### config.mk
export PLATFORM = sky130hd
export DESIGN_NAME = ds1_line_rx_path_perf_monitor
export DESIGN_NICKNAME = d
export VERILOG_FILES = /design/src/ds1_pm_pkg.sv /design/src/ds1_line_rx_path_perf_monitor.sv /design/src/ds1_pm_counter.sv
export SDC_FILE = /design/constraint.sdc
export NUM_CORES = 2
export LEC_CHECK = 0
export BUFFER_PORTS_ARGS = -buffer_cell sky130_fd_sc_hd__buf_2
export CAP_MARGIN = 30
export CORE_MARGIN = 10
export CORE_UTILIZATION = 39
export CTS_CLUSTER_SIZE = 16
export DETAILED_ROUTE_END_ITERATION = 10
export GPL_TIMING_DRIVEN = 0
export MAX_ROUTING_LAYER = met4
export PLACE_DENSITY = 0.59
export SETUP_SLACK_MARGIN = 0.5
export SYNTH_ARGS = -nofsm -noshare
export SYNTH_HDL_FRONTEND = slang
export SYNTH_SLANG_ARGS = --single-unit
export TNS_END_PERCENT = 5
### constraint.sdc
create_clock -name i_clk_sys -period 6.15 [get_ports i_clk_sys]
set_input_delay 1.5375 -clock i_clk_sys [delete_from_list [all_inputs] [get_ports i_clk_sys]]
set_output_delay 1.5375 -clock i_clk_sys [all_outputs]
set_load 0.005 [all_outputs]
### src/ds1_pm_pkg.sv
package ds1_pm_pkg;
    localparam int unsigned CLK_FREQ_HZ = 50_000_000;
    localparam int unsigned SECOND_S = 1;
    localparam int unsigned SEC_CYCLES = CLK_FREQ_HZ * SECOND_S;

    localparam logic [10:0] LINE_SES_LIMIT = 11'h608;
    localparam logic [8:0] ESF_SES_LIMIT = 9'h140;
    localparam logic [8:0] SF_SES_LIMIT = 9'h004;
    localparam logic [3:0] UNAV_RUN = 4'hA;

    // Counter indices
    localparam int N_CNT = 10;
    localparam int IDX_LCV = 0;
    localparam int IDX_LES = 1;
    localparam int IDX_LSES = 2;
    localparam int IDX_LOSS = 3;
    localparam int IDX_PCV = 4;
    localparam int IDX_PES = 5;
    localparam int IDX_PSES = 6;
    localparam int IDX_PUAS = 7;
    localparam int IDX_PAIS = 8;
    localparam int IDX_PSAS = 9;
    localparam int N_THR = 6;

    // Byte addresses
    localparam logic [7:0] ADDR_CTRL = 8'h00;
    localparam logic [7:0] ADDR_STAT = 8'h04;
    localparam logic [7:0] ADDR_MASK = 8'h08;
    localparam logic [7:0] ADDR_STATE = 8'h0C;
    localparam logic [7:0] ADDR_THR_BASE = 8'h10;
    localparam logic [7:0] ADDR_CNT_BASE = 8'h40;

    // Control fields
    localparam int CTRL_ESF_BIT = 0;
    localparam int CTRL_CLR_BIT = 1;
    localparam logic CTRL_ESF_RST = 1'b0;
    localparam logic [7:0] MASK_RST = 8'h00;
    localparam logic [31:0] THR_RST = 32'h0000_0000;

    // Status fields: bits 5..0 alerts per path threshold
    localparam int STAT_SEC_BIT = 6;
    localparam int STAT_UNAV_BIT = 7;

    function automatic logic [31:0] sat_add(input logic [31:0] a, input logic [3:0] b);
        logic [32:0] s;
        s = {1'b0, a} + {29'h0, b};
        sat_add = s[32] ? 32'hFFFF_FFFF : s[31:0];
    endfunction
endpackage

### src/ds1_line_rx_path_perf_monitor.sv
// The placing of the registers and the strobed register port were decided locally.
`timescale 1ns/10ps
`default_nettype none
module ds1_line_rx_path_perf_monitor
    import ds1_pm_pkg::*;
#(
    parameter int unsigned P_SEC_CYCLES = SEC_CYCLES
) (
    input wire logic i_clk_sys,
    input wire logic i_arst_n,
    input wire logic i_bipolar_violation,
    input wire logic i_excess_zeros_event,
    input wire logic i_los_defect,
    input wire logic i_crc6_error,
    input wire logic i_frame_bit_error,
    input wire logic i_cof_event,
    input wire logic i_severely_errored_frame_defect,
    input wire logic i_ais_defect,
    input wire logic [7:0] i_addr,
    input wire logic [31:0] i_wdata,
    input wire logic i_wr,
    input wire logic i_rd,
    output logic [31:0] o_rdata,
    output logic o_irq,
    output logic o_unavail,
    output logic o_second_tick,
    output logic [5:0] o_threshold_crossing_alert
);
    ////////////////////////////////////////////////////////////////////////////
    logic esf_r;
    logic clr_r;
    logic [7:0] stat_r;
    logic [7:0] stat_nxt;
    logic [7:0] mask_r;
    logic [31:0] thr_r [N_THR];
    logic [31:0] cnt [N_CNT];
    logic [31:0] thr_cnt [N_CNT];
    logic [3:0] inc [N_CNT];
    logic [N_CNT-1:0] threshold_crossing_alert;
    logic [31:0] div_r;
    logic tick;
    logic [10:0] sec_anom_r;
    logic [8:0] sec_perr_r;
    logic sec_los_r;
    logic sec_cof_r;
    logic sec_sef_r;
    logic sec_ais_r;
    logic path_err_ev;
    logic line_es;
    logic line_ses;
    logic path_es;
    logic path_ses;
    logic path_sas;
    logic [3:0] ses_run_r;
    logic [3:0] clr_run_r;
    logic [3:0] uas_inc;
    logic unav_r;
    logic unav_nxt;
    logic [5:0] tca_prev_r;

    ////////////////////////////////////////////////////////////////////////////
    // One-second divider
    always_ff @(posedge i_clk_sys or negedge i_arst_n) begin
        if (!i_arst_n) begin
            div_r <= 32'h0000_0000;
        end else if (div_r >= P_SEC_CYCLES - 1) begin
            div_r <= 32'h0000_0000;
        end else begin
            div_r <= div_r + 32'h0000_0001;
        end
    end

    assign tick = (div_r >= P_SEC_CYCLES - 1);

    always_ff @(posedge i_clk_sys or negedge i_arst_n) begin
        if (!i_arst_n) begin
            o_second_tick <= 1'b0;
        end else begin
            o_second_tick <= tick;
        end
    end

    ////////////////////////////////////////////////////////////////////////////
    // Per-second anomaly totals and defect flags
    assign path_err_ev = esf_r ? i_crc6_error : i_frame_bit_error;

    // Events in the tick cycle open the next second
    always_ff @(posedge i_clk_sys or negedge i_arst_n) begin
        if (!i_arst_n) begin
            sec_anom_r <= 11'h000;
            sec_perr_r <= 9'h000;
        end else if (tick) begin
            sec_anom_r <= {10'h000, i_bipolar_violation} + {10'h000, i_excess_zeros_event};
            sec_perr_r <= {8'h00, path_err_ev};
        end else begin
            if (sec_anom_r < LINE_SES_LIMIT) begin
                sec_anom_r <= sec_anom_r + {10'h000, i_bipolar_violation} + {10'h000, i_excess_zeros_event};
            end
            if (sec_perr_r < ESF_SES_LIMIT) begin
                sec_perr_r <= sec_perr_r + {8'h00, path_err_ev};
            end
        end
    end

    always_ff @(posedge i_clk_sys or negedge i_arst_n) begin
        if (!i_arst_n) begin
            sec_los_r <= 1'b0;
            sec_cof_r <= 1'b0;
            sec_sef_r <= 1'b0;
            sec_ais_r <= 1'b0;
        end else if (tick) begin
            sec_los_r <= i_los_defect;
            sec_cof_r <= i_cof_event;
            sec_sef_r <= i_severely_errored_frame_defect;
            sec_ais_r <= i_ais_defect;
        end else begin
            sec_los_r <= sec_los_r | i_los_defect;
            sec_cof_r <= sec_cof_r | i_cof_event;
            sec_sef_r <= sec_sef_r | i_severely_errored_frame_defect;
            sec_ais_r <= sec_ais_r | i_ais_defect;
        end
    end

    ////////////////////////////////////////////////////////////////////////////
    // Classification of the finished second
    always_comb begin
        line_es = (sec_anom_r != 11'h000) || sec_los_r;
        line_ses = (sec_anom_r >= LINE_SES_LIMIT) || sec_los_r;
        path_es = (sec_perr_r != 9'h000) || sec_cof_r || sec_sef_r || sec_ais_r;
        path_sas = sec_sef_r || sec_ais_r;
        path_ses = (sec_perr_r >= (esf_r ? ESF_SES_LIMIT : SF_SES_LIMIT)) || path_sas;
    end

    ////////////////////////////////////////////////////////////////////////////
    // Availability. Clean seconds while unavailable stay pending until the
    // run either reaches ten (dropped) or breaks (booked as unavailable).
    always_comb begin
        unav_nxt = unav_r;
        uas_inc = 4'h0;
        if (tick) begin
            if (!unav_r) begin
                if (path_ses && ses_run_r == UNAV_RUN - 4'h1) begin
                    unav_nxt = 1'b1;
                    uas_inc = UNAV_RUN;
                end
            end else if (path_ses) begin
                uas_inc = clr_run_r + 4'h1;
            end else if (clr_run_r == UNAV_RUN - 4'h1) begin
                unav_nxt = 1'b0;
            end
        end
    end

    always_ff @(posedge i_clk_sys or negedge i_arst_n) begin
        if (!i_arst_n) begin
            ses_run_r <= 4'h0;
            clr_run_r <= 4'h0;
        end else if (tick) begin
            ses_run_r <= (path_ses && !unav_nxt) ? ses_run_r + 4'h1 : 4'h0;
            clr_run_r <= (!path_ses && unav_nxt) ? clr_run_r + 4'h1 : 4'h0;
        end
    end

    always_ff @(posedge i_clk_sys or negedge i_arst_n) begin
        if (!i_arst_n) begin
            unav_r <= 1'b0;
        end else begin
            unav_r <= unav_nxt;
        end
    end

    always_ff @(posedge i_clk_sys or negedge i_arst_n) begin
        if (!i_arst_n) begin
            o_unavail <= 1'b0;
        end else begin
            o_unavail <= unav_nxt;
        end
    end

    ////////////////////////////////////////////////////////////////////////////
    // Accumulators
    always_comb begin
        inc[IDX_LCV] = {3'h0, i_bipolar_violation} + {3'h0, i_excess_zeros_event};
        inc[IDX_LES] = {3'h0, tick & line_es};
        inc[IDX_LSES] = {3'h0, tick & line_ses};
        inc[IDX_LOSS] = {3'h0, tick & sec_los_r};
        inc[IDX_PCV] = {3'h0, path_err_ev};
        inc[IDX_PES] = {3'h0, tick & path_es};
        inc[IDX_PSES] = {3'h0, tick & path_ses};
        inc[IDX_PUAS] = uas_inc;
        inc[IDX_PAIS] = {3'h0, tick & sec_ais_r};
        inc[IDX_PSAS] = {3'h0, tick & path_sas};
    end

    // Line counts carry no threshold
    always_comb begin
        for (int i = 0; i < N_CNT; i++) begin
            thr_cnt[i] = 32'h0000_0000;
        end
        for (int i = 0; i < N_THR; i++) begin
            thr_cnt[IDX_PCV + i] = thr_r[i];
        end
    end

    for (genvar g = 0; g < N_CNT; g++) begin : g_cnt
        ds1_pm_counter u_cnt (
            .i_clk_sys(i_clk_sys),
            .i_arst_n(i_arst_n),
            .i_clear(clr_r),
            .i_inc(inc[g]),
            .i_thr(thr_cnt[g]),
            .o_count(cnt[g]),
            .o_tca(threshold_crossing_alert[g])
        );
    end

    always_ff @(posedge i_clk_sys or negedge i_arst_n) begin
        if (!i_arst_n) begin
            o_threshold_crossing_alert <= 6'h00;
            tca_prev_r <= 6'h00;
        end else begin
            o_threshold_crossing_alert <= threshold_crossing_alert[N_CNT-1:IDX_PCV];
            tca_prev_r <= threshold_crossing_alert[N_CNT-1:IDX_PCV];
        end
    end

    ////////////////////////////////////////////////////////////////////////////
    // Register writes
    always_ff @(posedge i_clk_sys or negedge i_arst_n) begin
        if (!i_arst_n) begin
            esf_r <= CTRL_ESF_RST;
            clr_r <= 1'b0;
        end else begin
            clr_r <= i_wr && i_addr == ADDR_CTRL && i_wdata[CTRL_CLR_BIT];
            if (i_wr && i_addr == ADDR_CTRL) begin
                esf_r <= i_wdata[CTRL_ESF_BIT];
            end
        end
    end

    always_ff @(posedge i_clk_sys or negedge i_arst_n) begin
        if (!i_arst_n) begin
            mask_r <= MASK_RST;
        end else if (i_wr && i_addr == ADDR_MASK) begin
            mask_r <= i_wdata[7:0];
        end
    end

    always_ff @(posedge i_clk_sys or negedge i_arst_n) begin
        if (!i_arst_n) begin
            for (int i = 0; i < N_THR; i++) begin
                thr_r[i] <= THR_RST;
            end
        end else begin
            for (int i = 0; i < N_THR; i++) begin
                if (i_wr && i_addr == ADDR_THR_BASE + 8'(4 * i)) begin
                    thr_r[i] <= i_wdata;
                end
            end
        end
    end

    ////////////////////////////////////////////////////////////////////////////
    // Sticky status; a read clears, a new event in that cycle survives
    always_comb begin
        stat_nxt = (i_rd && i_addr == ADDR_STAT) ? 8'h00 : stat_r;
        stat_nxt[5:0] = stat_nxt[5:0] | (threshold_crossing_alert[N_CNT-1:IDX_PCV] & ~tca_prev_r);
        stat_nxt[STAT_SEC_BIT] = stat_nxt[STAT_SEC_BIT] | tick;
        stat_nxt[STAT_UNAV_BIT] = stat_nxt[STAT_UNAV_BIT] | (unav_nxt ^ unav_r);
    end

    always_ff @(posedge i_clk_sys or negedge i_arst_n) begin
        if (!i_arst_n) begin
            stat_r <= 8'h00;
            o_irq <= 1'b0;
        end else begin
            stat_r <= stat_nxt;
            o_irq <= |(stat_nxt & mask_r);
        end
    end

    ////////////////////////////////////////////////////////////////////////////
    // Register reads; unmapped addresses read zero
    always_ff @(posedge i_clk_sys or negedge i_arst_n) begin
        if (!i_arst_n) begin
            o_rdata <= 32'h0000_0000;
        end else if (i_rd) begin
            o_rdata <= 32'h0000_0000;
            if (i_addr == ADDR_CTRL) begin
                o_rdata <= {31'h0, esf_r};
            end
            if (i_addr == ADDR_STAT) begin
                o_rdata <= {24'h0, stat_r};
            end
            if (i_addr == ADDR_MASK) begin
                o_rdata <= {24'h0, mask_r};
            end
            if (i_addr == ADDR_STATE) begin
                o_rdata <= {25'h0, threshold_crossing_alert[N_CNT-1:IDX_PCV], unav_r};
            end
            for (int i = 0; i < N_THR; i++) begin
                if (i_addr == ADDR_THR_BASE + 8'(4 * i)) begin
                    o_rdata <= thr_r[i];
                end
            end
            for (int i = 0; i < N_CNT; i++) begin
                if (i_addr == ADDR_CNT_BASE + 8'(4 * i)) begin
                    o_rdata <= cnt[i];
                end
            end
        end else begin
            o_rdata <= 32'h0000_0000;
        end
    end

    ////////////////////////////////////////////////////////////////////////////
    AST_LCV: assert property (@(posedge i_clk_sys) disable iff (!i_arst_n)
        (!clr_r && cnt[IDX_LCV] < 32'hFFFF_0000) |=>
        cnt[IDX_LCV] == $past(cnt[IDX_LCV]) + 32'($past(inc[IDX_LCV])))
        else $error("Line violation count wrong");
    AST_LES: assert property (@(posedge i_clk_sys) disable iff (!i_arst_n)
        (tick && !clr_r && sec_anom_r != 11'h000) |=> cnt[IDX_LES] == $past(cnt[IDX_LES]) + 32'h1)
        else $error("Line errored second missed");
    AST_LSES: assert property (@(posedge i_clk_sys) disable iff (!i_arst_n)
        (tick && !clr_r) |=> cnt[IDX_LSES] == $past(cnt[IDX_LSES])
            + (($past(sec_anom_r) >= LINE_SES_LIMIT || $past(sec_los_r)) ? 32'h1 : 32'h0))
        else $error("Line severe second wrong");
    AST_LOSS: assert property (@(posedge i_clk_sys) disable iff (!i_arst_n)
        (tick && !clr_r && sec_los_r) |=> cnt[IDX_LOSS] == $past(cnt[IDX_LOSS]) + 32'h1)
        else $error("Loss second missed");
    AST_AISS: assert property (@(posedge i_clk_sys) disable iff (!i_arst_n)
        (!tick && !clr_r) |=> $stable(cnt[IDX_PAIS]))
        else $error("Alarm second counted off tick");
    AST_PCV: assert property (@(posedge i_clk_sys) disable iff (!i_arst_n)
        (!clr_r && !esf_r && i_frame_bit_error && !i_crc6_error) |=> cnt[IDX_PCV] == $past(cnt[IDX_PCV]) + 32'h1)
        else $error("Path violation miscounted");
    AST_PES: assert property (@(posedge i_clk_sys) disable iff (!i_arst_n)
        (tick && !clr_r && (sec_cof_r || sec_perr_r != 9'h000)) |=> cnt[IDX_PES] == $past(cnt[IDX_PES]) + 32'h1)
        else $error("Path errored second missed");
    AST_SAS: assert property (@(posedge i_clk_sys) disable iff (!i_arst_n)
        (tick && !clr_r && sec_sef_r) |=> cnt[IDX_PSAS] == $past(cnt[IDX_PSAS]) + 32'h1)
        else $error("Frame alarm second missed");
    AST_PSES_SF: assert property (@(posedge i_clk_sys) disable iff (!i_arst_n)
        (tick && !clr_r && !esf_r && sec_perr_r == 9'h004) |=> cnt[IDX_PSES] == $past(cnt[IDX_PSES]) + 32'h1)
        else $error("Frame bit severe second missed");
    AST_PSES_ESF: assert property (@(posedge i_clk_sys) disable iff (!i_arst_n)
        (tick && !clr_r && esf_r && sec_perr_r == 9'h13F && !path_sas) |=> $stable(cnt[IDX_PSES]))
        else $error("Severe second below CRC limit");
    AST_UNAV_ON: assert property (@(posedge i_clk_sys) disable iff (!i_arst_n)
        $rose(unav_r) |-> $past(ses_run_r) == UNAV_RUN - 4'h1 && $past(path_ses))
        else $error("Unavailable entered early");
    AST_UAS_ON: assert property (@(posedge i_clk_sys) disable iff (!i_arst_n)
        ($rose(unav_r) && !$past(clr_r)) |-> cnt[IDX_PUAS] == $past(cnt[IDX_PUAS]) + 32'(UNAV_RUN))
        else $error("Unavailable onset not booked");
    AST_TICK: assert property (@(posedge i_clk_sys) disable iff (!i_arst_n)
        tick |=> sec_cof_r == $past(i_cof_event))
        else $error("Second flags not restarted");
    AST_STAT_SET: assert property (@(posedge i_clk_sys) disable iff (!i_arst_n)
        tick |=> stat_r[STAT_SEC_BIT])
        else $error("Tick status lost");

    COV_UNAV: cover property (@(posedge i_clk_sys) disable iff (!i_arst_n) $rose(unav_r));
    COV_AVAIL: cover property (@(posedge i_clk_sys) disable iff (!i_arst_n) $fell(unav_r));
    COV_TCA: cover property (@(posedge i_clk_sys) disable iff (!i_arst_n) |threshold_crossing_alert);
    COV_IRQ: cover property (@(posedge i_clk_sys) disable iff (!i_arst_n) o_irq);
endmodule
`default_nettype wire

### src/ds1_pm_counter.sv
`timescale 1ns/10ps
`default_nettype none
module ds1_pm_counter
    import ds1_pm_pkg::*;
(
    input wire logic i_clk_sys,
    input wire logic i_arst_n,
    input wire logic i_clear,
    input wire logic [3:0] i_inc,
    input wire logic [31:0] i_thr,
    output logic [31:0] o_count,
    output logic o_tca
);
    logic [31:0] count_nxt;

    // Counting carries on past the threshold
    always_comb begin
        count_nxt = i_clear ? 32'h0000_0000 : sat_add(o_count, i_inc);
    end

    always_ff @(posedge i_clk_sys or negedge i_arst_n) begin
        if (!i_arst_n) begin
            o_count <= 32'h0000_0000;
        end else begin
            o_count <= count_nxt;
        end
    end

    always_ff @(posedge i_clk_sys or negedge i_arst_n) begin
        if (!i_arst_n) begin
            o_tca <= 1'b0;
        end else begin
            o_tca <= (i_thr != 32'h0000_0000) && (count_nxt >= i_thr);
        end
    end

    AST_TCA_ZERO: assert property (@(posedge i_clk_sys) disable iff (!i_arst_n)
        $past(i_thr) == 32'h0000_0000 |-> !o_tca)
        else $error("Alert raised with threshold zero");
    AST_TCA_REACH: assert property (@(posedge i_clk_sys) disable iff (!i_arst_n)
        (i_thr != 32'h0000_0000 && o_count >= i_thr && !i_clear && $stable(i_thr)) |=> o_tca)
        else $error("Alert missing at threshold");
endmodule
`default_nettype wire

==> flow_metrics.py <==
metrics = {
    "detailed_routing": {
        "vias": 37000,
        "wl_met2_mm": 96.4,
        "drt-initial-drc-count": 4847,
        "dr.pass1.iters": 6,
        "wl_met1_mm": 93.1,
        "wl_per_cell_um": 39.6,
        "routed_wl_mm": 225,
        "ant_nets": 0,
        "wl_met3_mm": 20.1,
        "top_layer": "met4",
        "drc": 0,
        "viasPerCell": 6.51,
    },
    "timing": {
        "rsz0062_at_grt": "true",
        "period_needed_ns": 5.58,
        "clock_skew_ns": 0.0304,
        "worst_pin_slew_ns": 1.23,
        "finalMaxSlewViolations": 0,
        "final-setup-viol-count": 0,
        "fin_crit_sh_pct": 90.7,
        "hold_viol_final": 0,
        "clock.fmax_mhz": 179,
        "relSlewSlack_pct": 18.2,
        "setup-tns-final_ns": 0,
    },
    "layout": {
        "drive_gt1_share_pct": 16.9,
        "syn_to_final_growth_pct": 16.2,
        "fin_nets": 4594,
        "n_fill_cell": 9724,
    },
    "global_routing": {
        "antenna_found_initial": 34,
        "grt_overflow": 0,
        "grt_pass1_wl_mm": 300,
        "grt_pass1_vias": 34800,
        "grt_use_total_pct": 40.0,
        "grt_max_degree": 117,
    },
    "floorplan": {
        "rows": 115,
        "floorplan.initialDensity_pct": 39.4,
        "core_um2": 98700,
        "io_pins": 93,
        "die_area_um2": 113000,
        "chipWidth_um": 336,
        "die_h_um": 336,
    },
    "cts": {
        "cts_buffers": 80,
        "cts_hold_buf": 0,
        "insertion_delay_ns": 0.69,
        "cts_sinks": 641,
        "cts.htree.levels": 3,
        "clk_pin_slew_ns": 0.06,
        "clock_path_buffers": 3,
        "cts_tree": "yes",
        "root_buffer": "clkbuf_16",
    },
    "setup_path": {
        "worstSetupEndpointType": "flip-flop",
        "crit_path_start_kind": "flip-flop",
        "crit_type": "flip-flop to flip-flop",
        "worstPathArrival_ns": 6.10,
        "cp_max_fo": 10,
        "crit_required_ns": 6.67,
    },
    "synth": {
        "yosysUniqueCellTypes": 98,
        "mappedNetlistArea_um2": 38900,
        "yosysMostFrequentCell": "dfrtp_1",
        "yosys-top-cells-count": "dfrtp_1, a21oi_1, inv_1, nand2_1, nor2_1",
        "synth_top_area_cell": "dfrtp_1",
        "synth_ff_type": "dfrtp_1",
        "async_flop_share_pct": 100,
        "ys_warn_count": 0,
        "synth-seq-area-share_pct": 41.2,
        "syn_area_per_cell_um2": 9.57,
        "ys_ff_latch": 641,
        "netlist.area_leader.share_pct": 41.2,
        "synth_cells": 4068,
        "synth-edff-count": 0,
        "synth_area_leaders": "dfrtp_1, ha_1, mux2_2",
    },
    "status": {
        "status": "completed",
    },
    "job": {
        "drv_cap": 0,
    },
    "placement": {
        "portBuffers": 89,
        "dpl.hpwl_mm": 179,
        "gp_congestion": 1.07,
    },
    "power_and_ir_drop": {
        "power.density_nw_per_um2": 283,
        "power_mw": 12.8,
        "ir_drop_mv": 0.260,
        "leakagePower_nw": 19.9,
    },
    "worst_hold_path": {
        "min-delay-path-class": "flip-flop to flip-flop",
    },
}
-- flip-flops by register name (all words and copies together), names as in the netlist, 4 cells and up --
register	count
tca_prev_r	6
mask_r	8
g_cnt.u_cnt.o_count	320
sec_anom_r	11
div_r	32
g_cnt.u_cnt.o_tca	6
thr_cnt	192
ses_run_r	4
stat_r	8
clr_run_r	4
o_rdata	32
sec_perr_r	9
-- power by group --
group / internal, mW / leakage, nW / switching (mW)
logic: 0.946 / 9.78 / 1.48
clock network: 3.07 / 1.39 / 2.07
registers: 4.55 / 8.69 / 0.667
-- cells by family (layout without fill, tap and decap cells) --
family | count (synthesis) | count (layout) | share of synthesized area, %
other | 1 | 24 | 0.00963
flip-flops | 641 | 641 | 41.2
AO/OA/AOI/OAI | 1005 | 1005 | 16.3
buffers and inverters | 466 | 772 | 4.83
adder cells (fa/ha/maj) | 228 | 228 | 7.39
AND/OR/NAND/NOR | 1185 | 1185 | 16.2
XOR/XNOR | 269 | 269 | 6.05
multiplexers | 273 | 273 | 8.08
-- through the flow --
| step | instances | hold WS [ns] | utilization (%) | setup slack, ns | area [um2] |
|---|---|---|---|---|---|
| after floorplan | 4073 | 0.362 | - | 1.06 | 38900 |
| after global placement | 5449 | 0.398 | 41.5 | -10.76 | 41000 |
| after detailed placement | 5496 | 0.397 | 42.2 | -1.62 | 41700 |
| after CTS | 5651 | 0.400 | 45.4 | 0.453 | 44900 |
| after global routing | 5679 | 0.419 | 45.8 | 0.434 | 45200 |
| final | 5684 | 0.398 | 45.8 | 0.569 | 45200 |
-- critical path: stages (launching register included) --
cell and delay [ns]:
dfrtp_1 0.40, nand4_1 0.16, or4_1 0.57, o21a_4 0.27, buf_12 0.17, nor2_4 0.17, ha_2 0.25, ha_1 0.22
and3_1 0.16, clkbuf_4 0.19, nand2b_2 0.14, or4_1 0.48, buf_2 0.23, buf_4 0.23, a21oi_1 0.32, ha_1 0.31
nand3_1 0.08, nand2_1 0.06, a211oi_1 0.22, o21ai_0 0.14, a221oi_2 0.43, a21oi_2 0.21
-- final timing paths --
check                                startpoint                    to  slack (ns)  depth (start not counted)
max                                   div_r[20]  g_cnt[6].u_cnt.o_tca        0.57                         21
min in group asynchronous              i_arst_n          thr_cnt[190]        0.77                          1
max reg2reg                           div_r[20]  g_cnt[6].u_cnt.o_tca        0.57                         21
min                        g_cnt[8].u_cnt.o_tca         tca_prev_r[4]        0.40                          0
min reg2reg                g_cnt[8].u_cnt.o_tca         tca_prev_r[4]        0.40                          0
max in group asynchronous              i_arst_n              div_r[3]        3.79                          3
-- what timing repair did --
item / in CTS / in global routing
setup endpoints to repair: 17 / 5
gates resized for setup: 71 / 56
gates cloned: 0 / 2
pin swaps: 11 / 19
setup buffers: 8 / 13
-- per-layer routing --
layer  GRT usage (%)  up-vias
li1                -    15400
met1            51.7    19000
met2            58.2     2008
met3            7.98      509
met4            22.3        0
met5               -        -
-- area by class of cell --
class	count	area, um2	share of cell area, %
Clock buffer	116	2400	5.31
Timing Repair Buffer	159	1310	2.90
Tap cell	1287	1610	3.56
Clock inverter	31	443	0.980
Inverter	262	983	2.18
Buffer	204	1010	2.23
Sequential cell	641	16000	35.5
Multi-Input combinational cell	2966	21400	47.3
Antenna cell	18	45.0	0.0996
-- placed cells by master, fill, tap and decap left out, types with 29 or more instances in the layout --
cell and count:
inv_1 260, nand4_1 104, clkbuf_16 82, dfrtp_1 640, xnor2_1 106, buf_4 29
and3_1 79, a22oi_1 61, mux2_2 220, xor2_1 163, o21ai_0 144, mux2i_1 42
a21oi_2 36, a21oi_1 382, clkbuf_1 115, ha_1 218, a21o_1 35, nand3_1 154
o22ai_1 67, buf_2 150, nor2_1 230, nor3_1 73, a31oi_1 32, nand2_1 261
nor4_1 72
(Power assumes the default switching activity.)
